## config.mk

```make
export PLATFORM = sky130hd
export DESIGN_NAME = spimc_master
export DESIGN_NICKNAME = d
export VERILOG_FILES = /design/src/rtl/spimc_pkg.sv /design/src/rtl/spimc_fifo.sv /design/src/rtl/spimc_master.sv
export SDC_FILE = /design/constraint.sdc
export NUM_CORES = 1
export LEC_CHECK = 0
export ABC_AREA = 0
export BUFFER_PORTS_ARGS = -buffer_cell sky130_fd_sc_hd__buf_2
export CORE_MARGIN = 5
export CORE_UTILIZATION = 27
export DETAILED_ROUTE_END_ITERATION = 10
export GPL_TIMING_DRIVEN = 0
export PLACE_DENSITY = 0.51
export SLEW_MARGIN = 20
export SYNTH_ARGS = -nofsm -noshare
export SYNTH_HDL_FRONTEND = slang
export SYNTH_SLANG_ARGS = --single-unit
```

## constraint.sdc

```tcl
create_clock -name clk -period 2.5 [get_ports clk]
set_input_delay 0.25 -clock clk [delete_from_list [all_inputs] [get_ports clk]]
set_output_delay 0.25 -clock clk [all_outputs]
set_load 0.01 [all_outputs]
```

## src/rtl/spimc_pkg.sv

```systemverilog
package spimc_pkg;
   localparam int FRAME_W = 8;
   localparam int FIFO_DEPTH = 8;
   localparam int LVL_W = $clog2(FIFO_DEPTH + 1);
   localparam int CNT_W = 16;
   localparam int NUM_IRQ = 6;
   // register byte offsets
   localparam logic [7:0] OFS_CTRL = 8'h00;
   localparam logic [7:0] OFS_WMARK = 8'h04;
   localparam logic [7:0] OFS_DATA = 8'h08;
   localparam logic [7:0] OFS_STAT = 8'h0C;
   localparam logic [7:0] OFS_MASK = 8'h14;
   localparam logic [7:0] OFS_RAW = 8'h18;
   localparam logic [7:0] OFS_MIS = 8'h1C;
   localparam logic [7:0] OFS_CLR = 8'h20;
   localparam logic [7:0] OFS_RXCNT = 8'h28;
   localparam logic [7:0] OFS_DUMMY = 8'h2C;
   localparam logic [7:0] OFS_TXCNT = 8'h30;
   // field positions
   localparam int CTRL_EN_BIT = 1;
   localparam int CTRL_MODE_LSB = 2;
   localparam int WM_TX_LSB = 8;
   localparam int STAT_RXLVL_LSB = 8;
   localparam int STAT_BUSY_BIT = 16;
   localparam int IRQ_RX = 0;
   localparam int IRQ_TX = 1;
   localparam int IRQ_TO = 2;
   localparam int IRQ_OV = 3;
   localparam int IRQ_UN = 4;
   localparam int IRQ_TXE = 5;
   // reset values
   localparam logic [LVL_W-1:0] RST_RX_WM = 4'h4;
   localparam logic [LVL_W-1:0] RST_TX_WM = 4'h4;
   // timing
   localparam int CLK_PERIOD_NS = 25;
   localparam int SCLK_PERIOD_NS = 200;
   localparam int SCLK_HALF = SCLK_PERIOD_NS / (2 * CLK_PERIOD_NS);
   localparam int TIMEOUT_BITS = 32;
   localparam int TIMEOUT_CYC = TIMEOUT_BITS * SCLK_PERIOD_NS / CLK_PERIOD_NS;
   localparam int TO_W = $clog2(TIMEOUT_CYC + 1);
   localparam int DIV_W = $clog2(SCLK_HALF + 1);
   localparam int BIT_W = $clog2(FRAME_W);
   typedef enum logic [1:0] {
      MODE_FULL = 2'h0, MODE_TXONLY = 2'h1, MODE_RXONLY = 2'h2, MODE_COMB = 2'h3
   } spimc_mode_e;
   typedef enum logic [3:0] {
      ST_IDLE = 4'h1, ST_LOAD = 4'h2, ST_SHIFT = 4'h4, ST_DONE = 4'h8
   } spimc_state_e;
endpackage

```

## src/rtl/spimc_fifo.sv

```systemverilog
`timescale 1ns/10ps
`default_nettype none
module spimc_fifo #(
   parameter int W = 8,
   parameter int DEPTH = 8,
   parameter int LW = $clog2(DEPTH + 1)
) (
   input wire logic clk,
   input wire logic reset_n,
   input wire logic push,
   input wire logic [W-1:0] wdata,
   input wire logic pop,
   output logic [W-1:0] rdata,
   output logic [LW-1:0] level,
   output logic full,
   output logic empty
);
   localparam int AW = $clog2(DEPTH);
   logic [W-1:0] mem [DEPTH];
   logic [AW-1:0] wrPtr_ff, rdPtr_ff, nxt_wrPtr, nxt_rdPtr;
   logic [LW-1:0] count_ff, nxt_count;
   logic [W-1:0] rdata_ff, nxt_rdata;
   logic doPush, doPop;

   // depth is a power of two so pointers wrap by themselves
   always_comb begin
      doPush = push && (count_ff != LW'(DEPTH));
      doPop = pop && (count_ff != '0);
      nxt_wrPtr = doPush ? wrPtr_ff + 1'b1 : wrPtr_ff;
      nxt_rdPtr = doPop ? rdPtr_ff + 1'b1 : rdPtr_ff;
      nxt_count = count_ff;
      if (doPush && !doPop) begin
         nxt_count = count_ff + 1'b1;
      end else if (doPop && !doPush) begin
         nxt_count = count_ff - 1'b1;
      end
      // head word lags a pointer move by one cycle
      nxt_rdata = mem[rdPtr_ff];
   end

   always_ff @(posedge clk or negedge reset_n) begin
      if (!reset_n) begin
         wrPtr_ff <= '0;
         rdPtr_ff <= '0;
         count_ff <= '0;
         rdata_ff <= '0;
      end else begin
         wrPtr_ff <= nxt_wrPtr;
         rdPtr_ff <= nxt_rdPtr;
         count_ff <= nxt_count;
         rdata_ff <= nxt_rdata;
      end
   end

   always_ff @(posedge clk) begin
      if (doPush) begin
         mem[wrPtr_ff] <= wdata;
      end
   end

   assign rdata = rdata_ff;
   assign level = count_ff;
   assign full = (count_ff == LW'(DEPTH));
   assign empty = (count_ff == '0);
endmodule
`default_nettype wire

```

## src/rtl/spimc_master.sv

```systemverilog
`timescale 1ns/10ps
`default_nettype none
module spimc_master
   import spimc_pkg::*;
(
   input wire logic clk,
   input wire logic reset_n,
   input wire logic psel,
   input wire logic penable,
   input wire logic pwrite,
   input wire logic [7:0] paddr,
   input wire logic [31:0] pwdata,
   output logic [31:0] prdata,
   output logic pready,
   output logic pslverr,
   output logic irq,
   output logic sclk,
   output logic mosi,
   output logic csN,
   input wire logic miso
);
   // register file
   logic [31:0] prdata_ff, nxt_prdata;
   logic pready_ff, nxt_pready, pslverr_ff, nxt_pslverr;
   logic portEnable_ff, nxt_portEnable;
   spimc_mode_e mode_ff, nxt_mode;
   logic [LVL_W-1:0] rxWm_ff, nxt_rxWm, txWm_ff, nxt_txWm;
   logic [NUM_IRQ-1:0] mask_ff, nxt_mask, raw_ff, nxt_raw;
   logic [FRAME_W-1:0] dummy_ff, nxt_dummy;
   logic irq_ff, nxt_irq;
   logic apbDone, apbWr, apbRd, mapped, wrRxCnt, wrTxCnt, txPush, rxPop;
   logic [NUM_IRQ-1:0] clrPulse;
   // engine
   spimc_state_e state_ff, nxt_state;
   spimc_mode_e frameMode_ff, nxt_frameMode;
   logic [CNT_W-1:0] rxCnt_ff, nxt_rxCnt, txCnt_ff, nxt_txCnt;
   logic lockRx_ff, nxt_lockRx, lockTx_ff, nxt_lockTx;
   logic useFifo_ff, nxt_useFifo, cap_ff, nxt_cap;
   logic [FRAME_W-1:0] shift_ff, nxt_shift, rxShift_ff, nxt_rxShift;
   logic [DIV_W-1:0] div_ff, nxt_div;
   logic [BIT_W-1:0] bit_ff, nxt_bit;
   logic sclk_ff, nxt_sclk, mosi_ff, nxt_mosi, csN_ff, nxt_csN;
   logic misoMeta_ff, misoSync_ff;
   logic go, selFifo, selCap, decRx, decTx, underrunEv, overrunEv, popTx, pushRx;
   // timeout
   logic [TO_W-1:0] to_ff, nxt_to;
   logic timeoutEv;
   // queues
   logic [FRAME_W-1:0] txHead, rxHead;
   logic [LVL_W-1:0] txLevel, rxLevel;
   logic txFull, txEmpty, rxFull, rxEmpty;

   spimc_fifo #(.W(FRAME_W), .DEPTH(FIFO_DEPTH), .LW(LVL_W)) txQueue (
      .clk(clk), .reset_n(reset_n), .push(txPush), .wdata(pwdata[FRAME_W-1:0]),
      .pop(popTx), .rdata(txHead), .level(txLevel), .full(txFull), .empty(txEmpty));
   // overrun leaves queue intact: push is suppressed when full
   spimc_fifo #(.W(FRAME_W), .DEPTH(FIFO_DEPTH), .LW(LVL_W)) rxQueue (
      .clk(clk), .reset_n(reset_n), .push(pushRx), .wdata(rxShift_ff),
      .pop(rxPop), .rdata(rxHead), .level(rxLevel), .full(rxFull), .empty(rxEmpty));

   // apb slave: one wait state, data registered on the same edge as pready
   always_comb begin
      apbDone = psel && penable && pready_ff;
      apbWr = apbDone && pwrite;
      apbRd = apbDone && !pwrite;
      mapped = 1'b1;
      nxt_prdata = prdata_ff;
      case (paddr)
         OFS_CTRL: nxt_prdata = 32'({mode_ff, portEnable_ff, 1'b0});
         OFS_WMARK: nxt_prdata = 32'({txWm_ff, 4'h0, rxWm_ff});
         OFS_DATA: nxt_prdata = 32'(rxHead);
         OFS_STAT: nxt_prdata = 32'({state_ff != ST_IDLE, 4'h0, rxLevel, 4'h0, txLevel});
         OFS_MASK: nxt_prdata = 32'(mask_ff);
         OFS_RAW: nxt_prdata = 32'(raw_ff);
         OFS_MIS: nxt_prdata = 32'(raw_ff & mask_ff);
         OFS_CLR: nxt_prdata = 32'h0;
         OFS_RXCNT: nxt_prdata = 32'(rxCnt_ff);
         OFS_DUMMY: nxt_prdata = 32'(dummy_ff);
         OFS_TXCNT: nxt_prdata = 32'(txCnt_ff);
         default: mapped = 1'b0;
      endcase
      nxt_pready = psel && penable && !pready_ff;
      nxt_pslverr = nxt_pready && !mapped;
      if (!nxt_pready) begin
         nxt_prdata = 32'h0;
      end
      wrRxCnt = apbWr && (paddr == OFS_RXCNT);
      wrTxCnt = apbWr && (paddr == OFS_TXCNT);
      txPush = apbWr && (paddr == OFS_DATA);
      rxPop = apbRd && (paddr == OFS_DATA);
      clrPulse = (apbWr && (paddr == OFS_CLR)) ? pwdata[NUM_IRQ-1:0] : '0;
      nxt_portEnable = portEnable_ff;
      nxt_mode = mode_ff;
      nxt_rxWm = rxWm_ff;
      nxt_txWm = txWm_ff;
      nxt_mask = mask_ff;
      nxt_dummy = dummy_ff;
      if (apbWr && paddr == OFS_CTRL) begin
         nxt_portEnable = pwdata[CTRL_EN_BIT];
         nxt_mode = spimc_mode_e'(pwdata[CTRL_MODE_LSB +: 2]);
      end
      if (apbWr && paddr == OFS_WMARK) begin
         nxt_rxWm = pwdata[LVL_W-1:0];
         nxt_txWm = pwdata[WM_TX_LSB +: LVL_W];
      end
      if (apbWr && paddr == OFS_MASK) begin
         nxt_mask = pwdata[NUM_IRQ-1:0];
      end
      if (apbWr && paddr == OFS_DUMMY) begin
         nxt_dummy = pwdata[FRAME_W-1:0];
      end
   end

   always_ff @(posedge clk or negedge reset_n) begin
      if (!reset_n) begin
         prdata_ff <= 32'h0;
         pready_ff <= 1'b0;
         pslverr_ff <= 1'b0;
         portEnable_ff <= 1'b0;
         mode_ff <= MODE_FULL;
         rxWm_ff <= RST_RX_WM;
         txWm_ff <= RST_TX_WM;
         mask_ff <= '0;
         dummy_ff <= '0;
      end else begin
         prdata_ff <= nxt_prdata;
         pready_ff <= nxt_pready;
         pslverr_ff <= nxt_pslverr;
         portEnable_ff <= nxt_portEnable;
         mode_ff <= nxt_mode;
         rxWm_ff <= nxt_rxWm;
         txWm_ff <= nxt_txWm;
         mask_ff <= nxt_mask;
         dummy_ff <= nxt_dummy;
      end
   end

   // word selection, decided only between words
   always_comb begin
      go = 1'b0;
      selFifo = 1'b0;
      selCap = 1'b1;
      decRx = 1'b0;
      decTx = 1'b0;
      underrunEv = 1'b0;
      unique case (mode_ff)
         MODE_FULL: go = !txEmpty;
         MODE_TXONLY: begin
            go = !txEmpty;
            selCap = 1'b0;
         end
         MODE_RXONLY: begin
            if (!lockRx_ff && !txEmpty && rxCnt_ff != '0) begin
               go = 1'b1;
            end else if (rxCnt_ff != '0) begin
               go = 1'b1;
               decRx = 1'b1;
            end
         end
         MODE_COMB: begin
            if (txCnt_ff != '0 && !lockRx_ff) begin
               go = !txEmpty;
               decTx = !txEmpty;
               underrunEv = txEmpty;
            end else if (rxCnt_ff != '0 && !lockTx_ff && txEmpty) begin
               go = 1'b1;
               decRx = 1'b1;
            end
         end
      endcase
      selFifo = go && !decRx;
      if (state_ff != ST_IDLE || !portEnable_ff) begin
         go = 1'b0;
         decRx = 1'b0;
         decTx = 1'b0;
         underrunEv = 1'b0;
      end
   end

   // serial engine, link clock made by dividing clk
   always_comb begin
      nxt_state = state_ff;
      nxt_frameMode = frameMode_ff;
      nxt_rxCnt = rxCnt_ff;
      nxt_txCnt = txCnt_ff;
      nxt_lockRx = lockRx_ff;
      nxt_lockTx = lockTx_ff;
      nxt_useFifo = useFifo_ff;
      nxt_cap = cap_ff;
      nxt_shift = shift_ff;
      nxt_rxShift = rxShift_ff;
      nxt_div = div_ff;
      nxt_bit = bit_ff;
      nxt_sclk = sclk_ff;
      nxt_mosi = mosi_ff;
      nxt_csN = csN_ff;
      popTx = 1'b0;
      pushRx = 1'b0;
      overrunEv = 1'b0;
      unique case (state_ff)
         ST_IDLE: begin
            // a counter that reached zero frees the other one
            if (rxCnt_ff == '0) begin
               nxt_lockRx = 1'b0;
            end
            if (txCnt_ff == '0) begin
               nxt_lockTx = 1'b0;
            end
            if (go) begin
               nxt_state = ST_LOAD;
               nxt_frameMode = mode_ff;
               nxt_useFifo = selFifo;
               nxt_cap = selCap;
            end
            if (decRx) begin
               nxt_rxCnt = rxCnt_ff - 1'b1;
               nxt_lockRx = 1'b1;
            end
            if (decTx) begin
               nxt_txCnt = txCnt_ff - 1'b1;
               nxt_lockTx = 1'b1;
            end
         end
         ST_LOAD: begin
            nxt_shift = useFifo_ff ? txHead : dummy_ff;
            nxt_mosi = nxt_shift[FRAME_W-1];
            popTx = useFifo_ff;
            nxt_csN = 1'b0;
            nxt_div = '0;
            nxt_bit = '0;
            nxt_sclk = 1'b0;
            nxt_state = ST_SHIFT;
         end
         ST_SHIFT: begin
            nxt_div = div_ff + 1'b1;
            if (div_ff == DIV_W'(SCLK_HALF - 1)) begin
               nxt_div = '0;
               nxt_sclk = !sclk_ff;
               if (!sclk_ff) begin
                  nxt_rxShift = {rxShift_ff[FRAME_W-2:0], misoSync_ff};
               end else if (bit_ff == BIT_W'(FRAME_W - 1)) begin
                  nxt_state = ST_DONE;
               end else begin
                  nxt_shift = {shift_ff[FRAME_W-2:0], 1'b0};
                  nxt_mosi = shift_ff[FRAME_W-2];
                  nxt_bit = bit_ff + 1'b1;
               end
            end
         end
         ST_DONE: begin
            nxt_csN = 1'b1;
            pushRx = cap_ff && !rxFull;
            overrunEv = cap_ff && rxFull;
            nxt_state = ST_IDLE;
         end
      endcase
      // software write wins over a decrement in the same cycle
      if (wrRxCnt) begin
         nxt_rxCnt = pwdata[CNT_W-1:0];
      end
      if (wrTxCnt) begin
         nxt_txCnt = pwdata[CNT_W-1:0];
      end
   end

   always_ff @(posedge clk or negedge reset_n) begin
      if (!reset_n) begin
         state_ff <= ST_IDLE;
         frameMode_ff <= MODE_FULL;
         rxCnt_ff <= '0;
         txCnt_ff <= '0;
         lockRx_ff <= 1'b0;
         lockTx_ff <= 1'b0;
         useFifo_ff <= 1'b0;
         cap_ff <= 1'b0;
         shift_ff <= '0;
         rxShift_ff <= '0;
         div_ff <= '0;
         bit_ff <= '0;
         sclk_ff <= 1'b0;
         mosi_ff <= 1'b0;
         csN_ff <= 1'b1;
         misoMeta_ff <= 1'b0;
         misoSync_ff <= 1'b0;
      end else begin
         state_ff <= nxt_state;
         frameMode_ff <= nxt_frameMode;
         rxCnt_ff <= nxt_rxCnt;
         txCnt_ff <= nxt_txCnt;
         lockRx_ff <= nxt_lockRx;
         lockTx_ff <= nxt_lockTx;
         useFifo_ff <= nxt_useFifo;
         cap_ff <= nxt_cap;
         shift_ff <= nxt_shift;
         rxShift_ff <= nxt_rxShift;
         div_ff <= nxt_div;
         bit_ff <= nxt_bit;
         sclk_ff <= nxt_sclk;
         mosi_ff <= nxt_mosi;
         csN_ff <= nxt_csN;
         misoMeta_ff <= miso;
         misoSync_ff <= misoMeta_ff;
      end
   end

   // interrupt status
   always_comb begin
      nxt_to = to_ff;
      timeoutEv = 1'b0;
      if (rxEmpty || pushRx) begin
         nxt_to = '0;
      end else if (to_ff != TO_W'(TIMEOUT_CYC)) begin
         nxt_to = to_ff + 1'b1;
         timeoutEv = (to_ff == TO_W'(TIMEOUT_CYC - 1));
      end
      nxt_raw = raw_ff & ~clrPulse;
      // level sources follow occupancy, independent of the port enable
      nxt_raw[IRQ_RX] = (rxLevel >= rxWm_ff);
      nxt_raw[IRQ_TX] = (txLevel <= txWm_ff);
      nxt_raw[IRQ_TXE] = txEmpty;
      if (rxEmpty || pushRx) begin
         nxt_raw[IRQ_TO] = 1'b0;
      end
      // events win over a clear in the same cycle
      if (timeoutEv) begin
         nxt_raw[IRQ_TO] = 1'b1;
      end
      if (overrunEv) begin
         nxt_raw[IRQ_OV] = 1'b1;
      end
      if (underrunEv) begin
         nxt_raw[IRQ_UN] = 1'b1;
      end
      nxt_irq = |(raw_ff & mask_ff);
   end

   always_ff @(posedge clk or negedge reset_n) begin
      if (!reset_n) begin
         to_ff <= '0;
         raw_ff <= '0;
         irq_ff <= 1'b0;
      end else begin
         to_ff <= nxt_to;
         raw_ff <= nxt_raw;
         irq_ff <= nxt_irq;
      end
   end

   assign prdata = prdata_ff;
   assign pready = pready_ff;
   assign pslverr = pslverr_ff;
   assign irq = irq_ff;
   assign sclk = sclk_ff;
   assign mosi = mosi_ff;
   assign csN = csN_ff;
endmodule
`default_nettype wire

```

======== Word-level counts from Yosys, hierarchy flattened ========
Memories as Yosys holds them, arrays and structs flattened. A register that Yosys moved wholly into a read port is not among the register bits.
Index checks and enable logic that the tools add are counted.
W data, S select, Z words.
cells by class
  mux-type cells .......................... 73
  bitwise logic cells ..................... 5
  add/sub/neg operators ................... 13
  eq/ne operators ......................... 31
  multiply operators ...................... 0
  reductions and logical operators ........ 82
  $lt $le $gt $ge ......................... 2
  div/mod/pow operators ................... 0
  shifts and indexed selects .............. 0
operators by type and width
  cell                     count
  $pmux W32 S11            1
  $mux W16                 6
  $mux W1                  37
  $eq A8 B6 Y1 const B     4
  $logic_not A16 Y1        2
  $mux W32                 1
  $mux W4                  8
  $reduce_bool A16 Y1      2
  $sub A16 B1 Y16 const B  2
  $logic_and A1 B1 Y1      31
  $eq A8 B5 Y1 const B     3
  $reduce_bool A2 Y1       11
  $mux W7                  3
  $add A3 B1 Y3 const B    6
  $mux W9                  2
  $eq A8 B4 Y1 const B     2
  $logic_not A1 Y1         16
  $pmux W4 S4              1
  $pmux W7 S2              1
  $and A6 B6 Y6            2
  $mux W3                  4
  $ne A12 B1 Y1 const B    1
  $pmux W3 S2              2
  $reduce_and A2 Y1        6
  36 further kinds         52
storage, ports and cells
  bits in registers ....................... 161
  logic and storage cells ................. 242
  bits in latches ......................... 0
  RAM bits ................................ 128
  input bits .............................. 46
  memories ................................ 2
  memory bits (read-only) ................. 0
memory list
  name         words  width  read ports  clocked after memory_dff  write ports  RTL line          source
  rxQueue.mem  8      8      1           1                         1            spimc_fifo.sv:19  logic [W-1:0] mem [DEPTH];
  txQueue.mem  8      8      1           1                         1            spimc_fifo.sv:19

======== Depth between registers and ports, before layout ========
  depth in word-level cells ............... 10
  mapped depth ............................ 13
  depth with buffers taken out ............ 12

======== By module ========
From an unflattened synthesis, not the netlist that was laid out.
unflattened totals
  cells, all modules ...................... 1,050
  area, all modules ....................... 13,663.1 µm²
modules (own cells, without submodules)
  module        seq. area each (µm²)  times used  area each (µm²)  cells each
  spimc_master  3,158.0               1           7,024.2          720
  spimc_fifo    2,372.3               2           3,319.4          165

======== Least setup slack after synthesis ========
OpenSTA, ideal clock, no wires.
  path type ............................... input -> register
  start point ............................. input paddr[2]
  end point ............................... register rxQueue.count_ff[3] (netlist: rxQueue.level[3])
  slack ................................... -0.325 ns
  arrival ................................. 2.700 ns
  setup time .............................. 0.125 ns
  data required time ...................... 2.375 ns
  buffers on the path ..................... 1
  cell stages on the path ................. 13
  cell sequence ........................... clkbuf_1 -> nor4b_1 -> nand2_1 -> nor4_2 -> inv_1 -> ha_1 -> inv_1 -> ha_1 -> a21o_1 -> a21oi_1 -> xnor2_1 -> nor2_1 -> xor2_1
on the way
  word-level cells in the longest chain between the ends .. 6
  elaborated cells on any way between the ends .. 8
  those cells by class .................... eq/ne (1); mux (1); reduce/logical (6)
RTL lines
  what                                           RTL line            source
  from (decl)                                    spimc_master.sv:11  input wire logic [7:0] paddr,
  $eq A8 B4 Y1 *                                 spimc_master.sv:90  rxPop = apbRd && (paddr == OFS_DATA);
  $logic_and A1 B1 Y1 *                          spimc_master.sv:90
  $logic_and A1 B1 Y1 *                          spimc_fifo.sv:28    doPop = pop && (count_ff != '0);
  $logic_not A1 Y1                               spimc_fifo.sv:32    if (doPush && !doPop) begin
  $logic_and A1 B1 Y1                            spimc_fifo.sv:32
  $mux W4 or $reduce_bool A2 Y1 (tied branches)  n/a
  to (signal assigned)                           spimc_fifo.sv:50    count_ff <= nxt_count;
  to (decl)                                      spimc_fifo.sv:21    logic [LW-1:0] count_ff, nxt_count;
Mark *: on every way between the ends. The rest lies on a longest branch, timed or not.
A chain may end at the register's enable or synchronous reset.

======== Worst setup path in the final report ========
  start point ............................. register txQueue.count_ff[2] (netlist: txQueue.level[2])
  end point ............................... register txQueue.count_ff[3] (netlist: txQueue.level[3])
on the way
  word-level cells in the longest chain between the ends .. 5
  elaborated cells on any way between the ends .. 13
  those cells by class .................... add/sub (2); eq/ne (1); mux (2); reduce/logical (8)
RTL lines
  what                                                                   RTL line
  from (decl)                                                            spimc_fifo.sv:21
  from (signal assigned)                                                 spimc_fifo.sv:50
  parallel branches: the longest is 5 deep, another holds $sub A4 B1 Y4  n/a
Several ways; the timed one is not identified. The select of a mux whose other input is x is not followed.

==> metrics.cfg <==
[global_routing]
antenna_found_initial = 6
overflow = 0
grt_pass1_wl_um = 56100
groute.usage.overall_pct = 13.5
grt_pass1_vias = 9038
grt_max_degree = 83

[logic_synthesis]
synth_edf_count = 128
yosysTopAreaCellShare_pct = 29.7
synthAdderAreaFrac_pct = 2.93
netlist_area_sq_um = 13300
async_reset_ff_share_pct = 55.9
muxShareOfSynthArea_pct = 10.5
synth_compound_area_share_pct = 9.28
synth-simple-area-share_pct = 12.5
synth_xor_area_share_pct = 2.63
syn_inst = 1047
yosys.area.top_type = dfrtp_1
ys.flop_type = dfrtp_1
ys_top_cells_by_area = dfrtp_1 (30%), edfxtp_1 (29%), mux4_2 (5.4%), mux2_2 (4.1%), nand2_1 (2.8%)
synth_top_family_by_area = simple AND/OR/NAND/NOR gates
seq_area_frac_synth_pct = 59.3
synth.ff_latch_count = 290
yosys.cell_types.count = 74
synth_most_common_cell = dfrtp_1
ys_top_cells_by_count = dfrtp_1 (158), edfxtp_1 (128), nand2_1 (99)
syn_avg_cell_area_sq_um = 12.7
ys_warn_count = 0

[cts]
clk_pin_slew_ns = 0.06
clk_path_buf_depth = 3
htreeDepth = 2
root_buffer = clkbuf_16
insertion_delay_ns = 0.55
tritoncts = yes
cts_buffers = 35
clock-sinks = 290

[sta]
period_share_pct = 101
drv_slew = 0
skew_ns = 0.0320
relSlewSlack_pct = 42.3
hold_violations = 0
max_freq_ghz = 0.397
setup_slack_ns = -0.0171
setup_viol = 1
period_minus_slack_ns = 2.52
worstMarginPinSlew_ns = 0.863
grt_setup_unrepaired = true

[critical_path]
critPathMaxFanout = 4
critPathKind = register to register
r2r_end = txQueue.level[3]
crit_required_ns = 2.93
arrival_ns = 2.95
critPathCaptureType = register
rr_worst_depth = 11
r2r_slack_ns = -0.02
reg2reg_from = txQueue.level[2]
start_kind = register

[run_status]
status = finished, violations left
violations = setup timing

[floorplan]
die_height_um = 232
die_w_um = 232
start_util_pct = 27.3
core_area_sq_um = 48800
dieArea_sq_um = 53900
std_cell_rows = 81
io_pins = 84

[min_path]
min_to = txWm_ff[3]
min_from = pwdata[11]
hold_class = input port to register
hold_depth = 3

[cells_and_area]
num-nets-final = 1261
drive_gt1_share_pct = 26.0
final_cells = 1879
design_area_sq_um = 16400
syn_to_final_growth_pct = 22.7

[placed_design]
gp_congestion = 0.901
placed_area_sq_um = 14700
portBuffers = 50
place_hpwl_um = 25500
dp_cells = 1781

[routing]
detail-route-antenna-nets = 0
viasPerCell = 4.82
drtIter0Drc = 707
drtPass1Iterations = 5
finalWirelength_um = 36500
wl_per_cell_um = 19.4
drc = 0
vias = 9058

[power]
power.leakage_nw = 5.96
ir_worst_vdd_mv = 0.517
p_per_area_nw_per_um2 = 637

[job]
max_cap_violations = 0

worst max path at each step:
stage	to	slack [ns]	depth (start not counted)	start
finish	txQueue.level[3]	-0.02	11	txQueue.level[2]
global route	txQueue.level[3]	-0.08	11	txQueue.level[2]
CTS	txQueue.level[3]	-0.12	10	state_ff[3]
detailed placement	rxQueue.mem[7][5]	-0.92	5	state_ff[2]
global placement	sclk	-1.59	1	reset_n
floorplan	rxQueue.mem[2][0]	-0.02	3	state_ff[2]
where the power goes:
group	switching, mW	internal [mW]
combinational	0.187	0.0782
sequential	0.0216	4.99
clock	2.05	3.09
total	2.26	8.16
timing repair:
item | in CTS | in global routing
hold endpoints to repair | 92 | 0
buffers inserted | 10 | 12
pin swaps | 3 | 8
resized for setup | 27 | 34
setup endpoints to repair | 118 | 110
hold buffers | 9 | 0
sequential cells by signal (all words and copies together) (netlist names), 3 cells and up:
signal	count
txCnt_ff	16
dummy_ff	8
rxQueue.wrPtr_ff	3
mask_ff	6
txQueue.wrPtr_ff	3
state_ff	4
rxWm_ff	4
rxQueue.mem	64
rxQueue.rdata	8
div_ff	3
rxShift_ff	8
txQueue.rdata	8
raw_ff	6
txWm_ff	4
rxQueue.level	4
txQueue.mem	64
bit_ff	3
prdata	17
rxCnt_ff	16
to_ff	9
shift_ff	7
txQueue.level	4
txQueue.rdPtr_ff	3
rxQueue.rdPtr_ff	3
metrics by stage:
stage          util (%)  setup TNS (ns)  setup slack, ns  hold WS (ns)  power, mW
2_1_floorplan         -          -0.160          -0.0172       -0.0456       5.19
3_3_place_gp       29.8         -366.43            -1.59         0.340       5.35
4_1_cts            33.0          -0.151           -0.115        0.0184       10.6
3_5_place_dp       30.1          -65.32           -0.919         0.305       5.36
5_1_grt            33.5         -0.0977          -0.0804        0.0427       10.8
6_report           33.5         -0.0171          -0.0171        0.0409       10.4
worst max-delay path, stage by stage (launching register included):
cell and delay, ns:
dfrtp_2 0.43, or4_4 0.58, clkbuf_16 0.18, nand3_4 0.11, ha_4 0.16, inv_2 0.05, ha_1 0.27, a21o_1 0.17
a21oi_2 0.14, xnor2_1 0.12, nor2_1 0.06, xor2_1 0.13
cell usage in the layout (no fill, tap or decap), types with 32 or more instances in the layout:
cell / netlist / final
edfxtp_1: 128 / 128
clkbuf_16: 0 / 36
clkbuf_1: 32 / 35
mux4_2: 32 / 32
buf_2: 4 / 52
mux2_2: 49 / 49
nor2_1: 74 / 66
dfrtp_1: 158 / 151
o21ai_0: 41 / 41
a21oi_1: 37 / 33
nand2_1: 99 / 98
buf_4: 15 / 39
nand3_1: 36 / 33
routing by layer:
metal	part of all wire [%]	up-vias	GRT usage (%)
met4	2.8	6	4.23
met3	6.6	68	3.44
li1	-	4182	-
met5	0.11	-	0
met1	44	4562	18.3
met2	47	240	21.3
cells by family after synthesis:
group                    after synthesis
AND/OR/NAND/NOR                      328
flip-flops                           290
AO/OA/AOI/OAI                        179
multiplexers                          93
buffers and inverters                 86
XOR/XNOR                              40
adder cells (fa/ha/maj)               30
other                                  1
area by class of cell:
type | instances | area, sq um
Clock buffer | 46 | 937
Timing Repair Buffer | 87 | 592
Buffer | 57 | 327
Antenna cell | 3 | 7.51
Tap cell | 664 | 831
Multi-Input combinational cell | 685 | 5410
Sequential cell | 290 | 7910
Inverter | 29 | 111
Clock inverter | 18 | 231
Fill cell | 4920 | 32500
(Power assumes the default switching activity.)
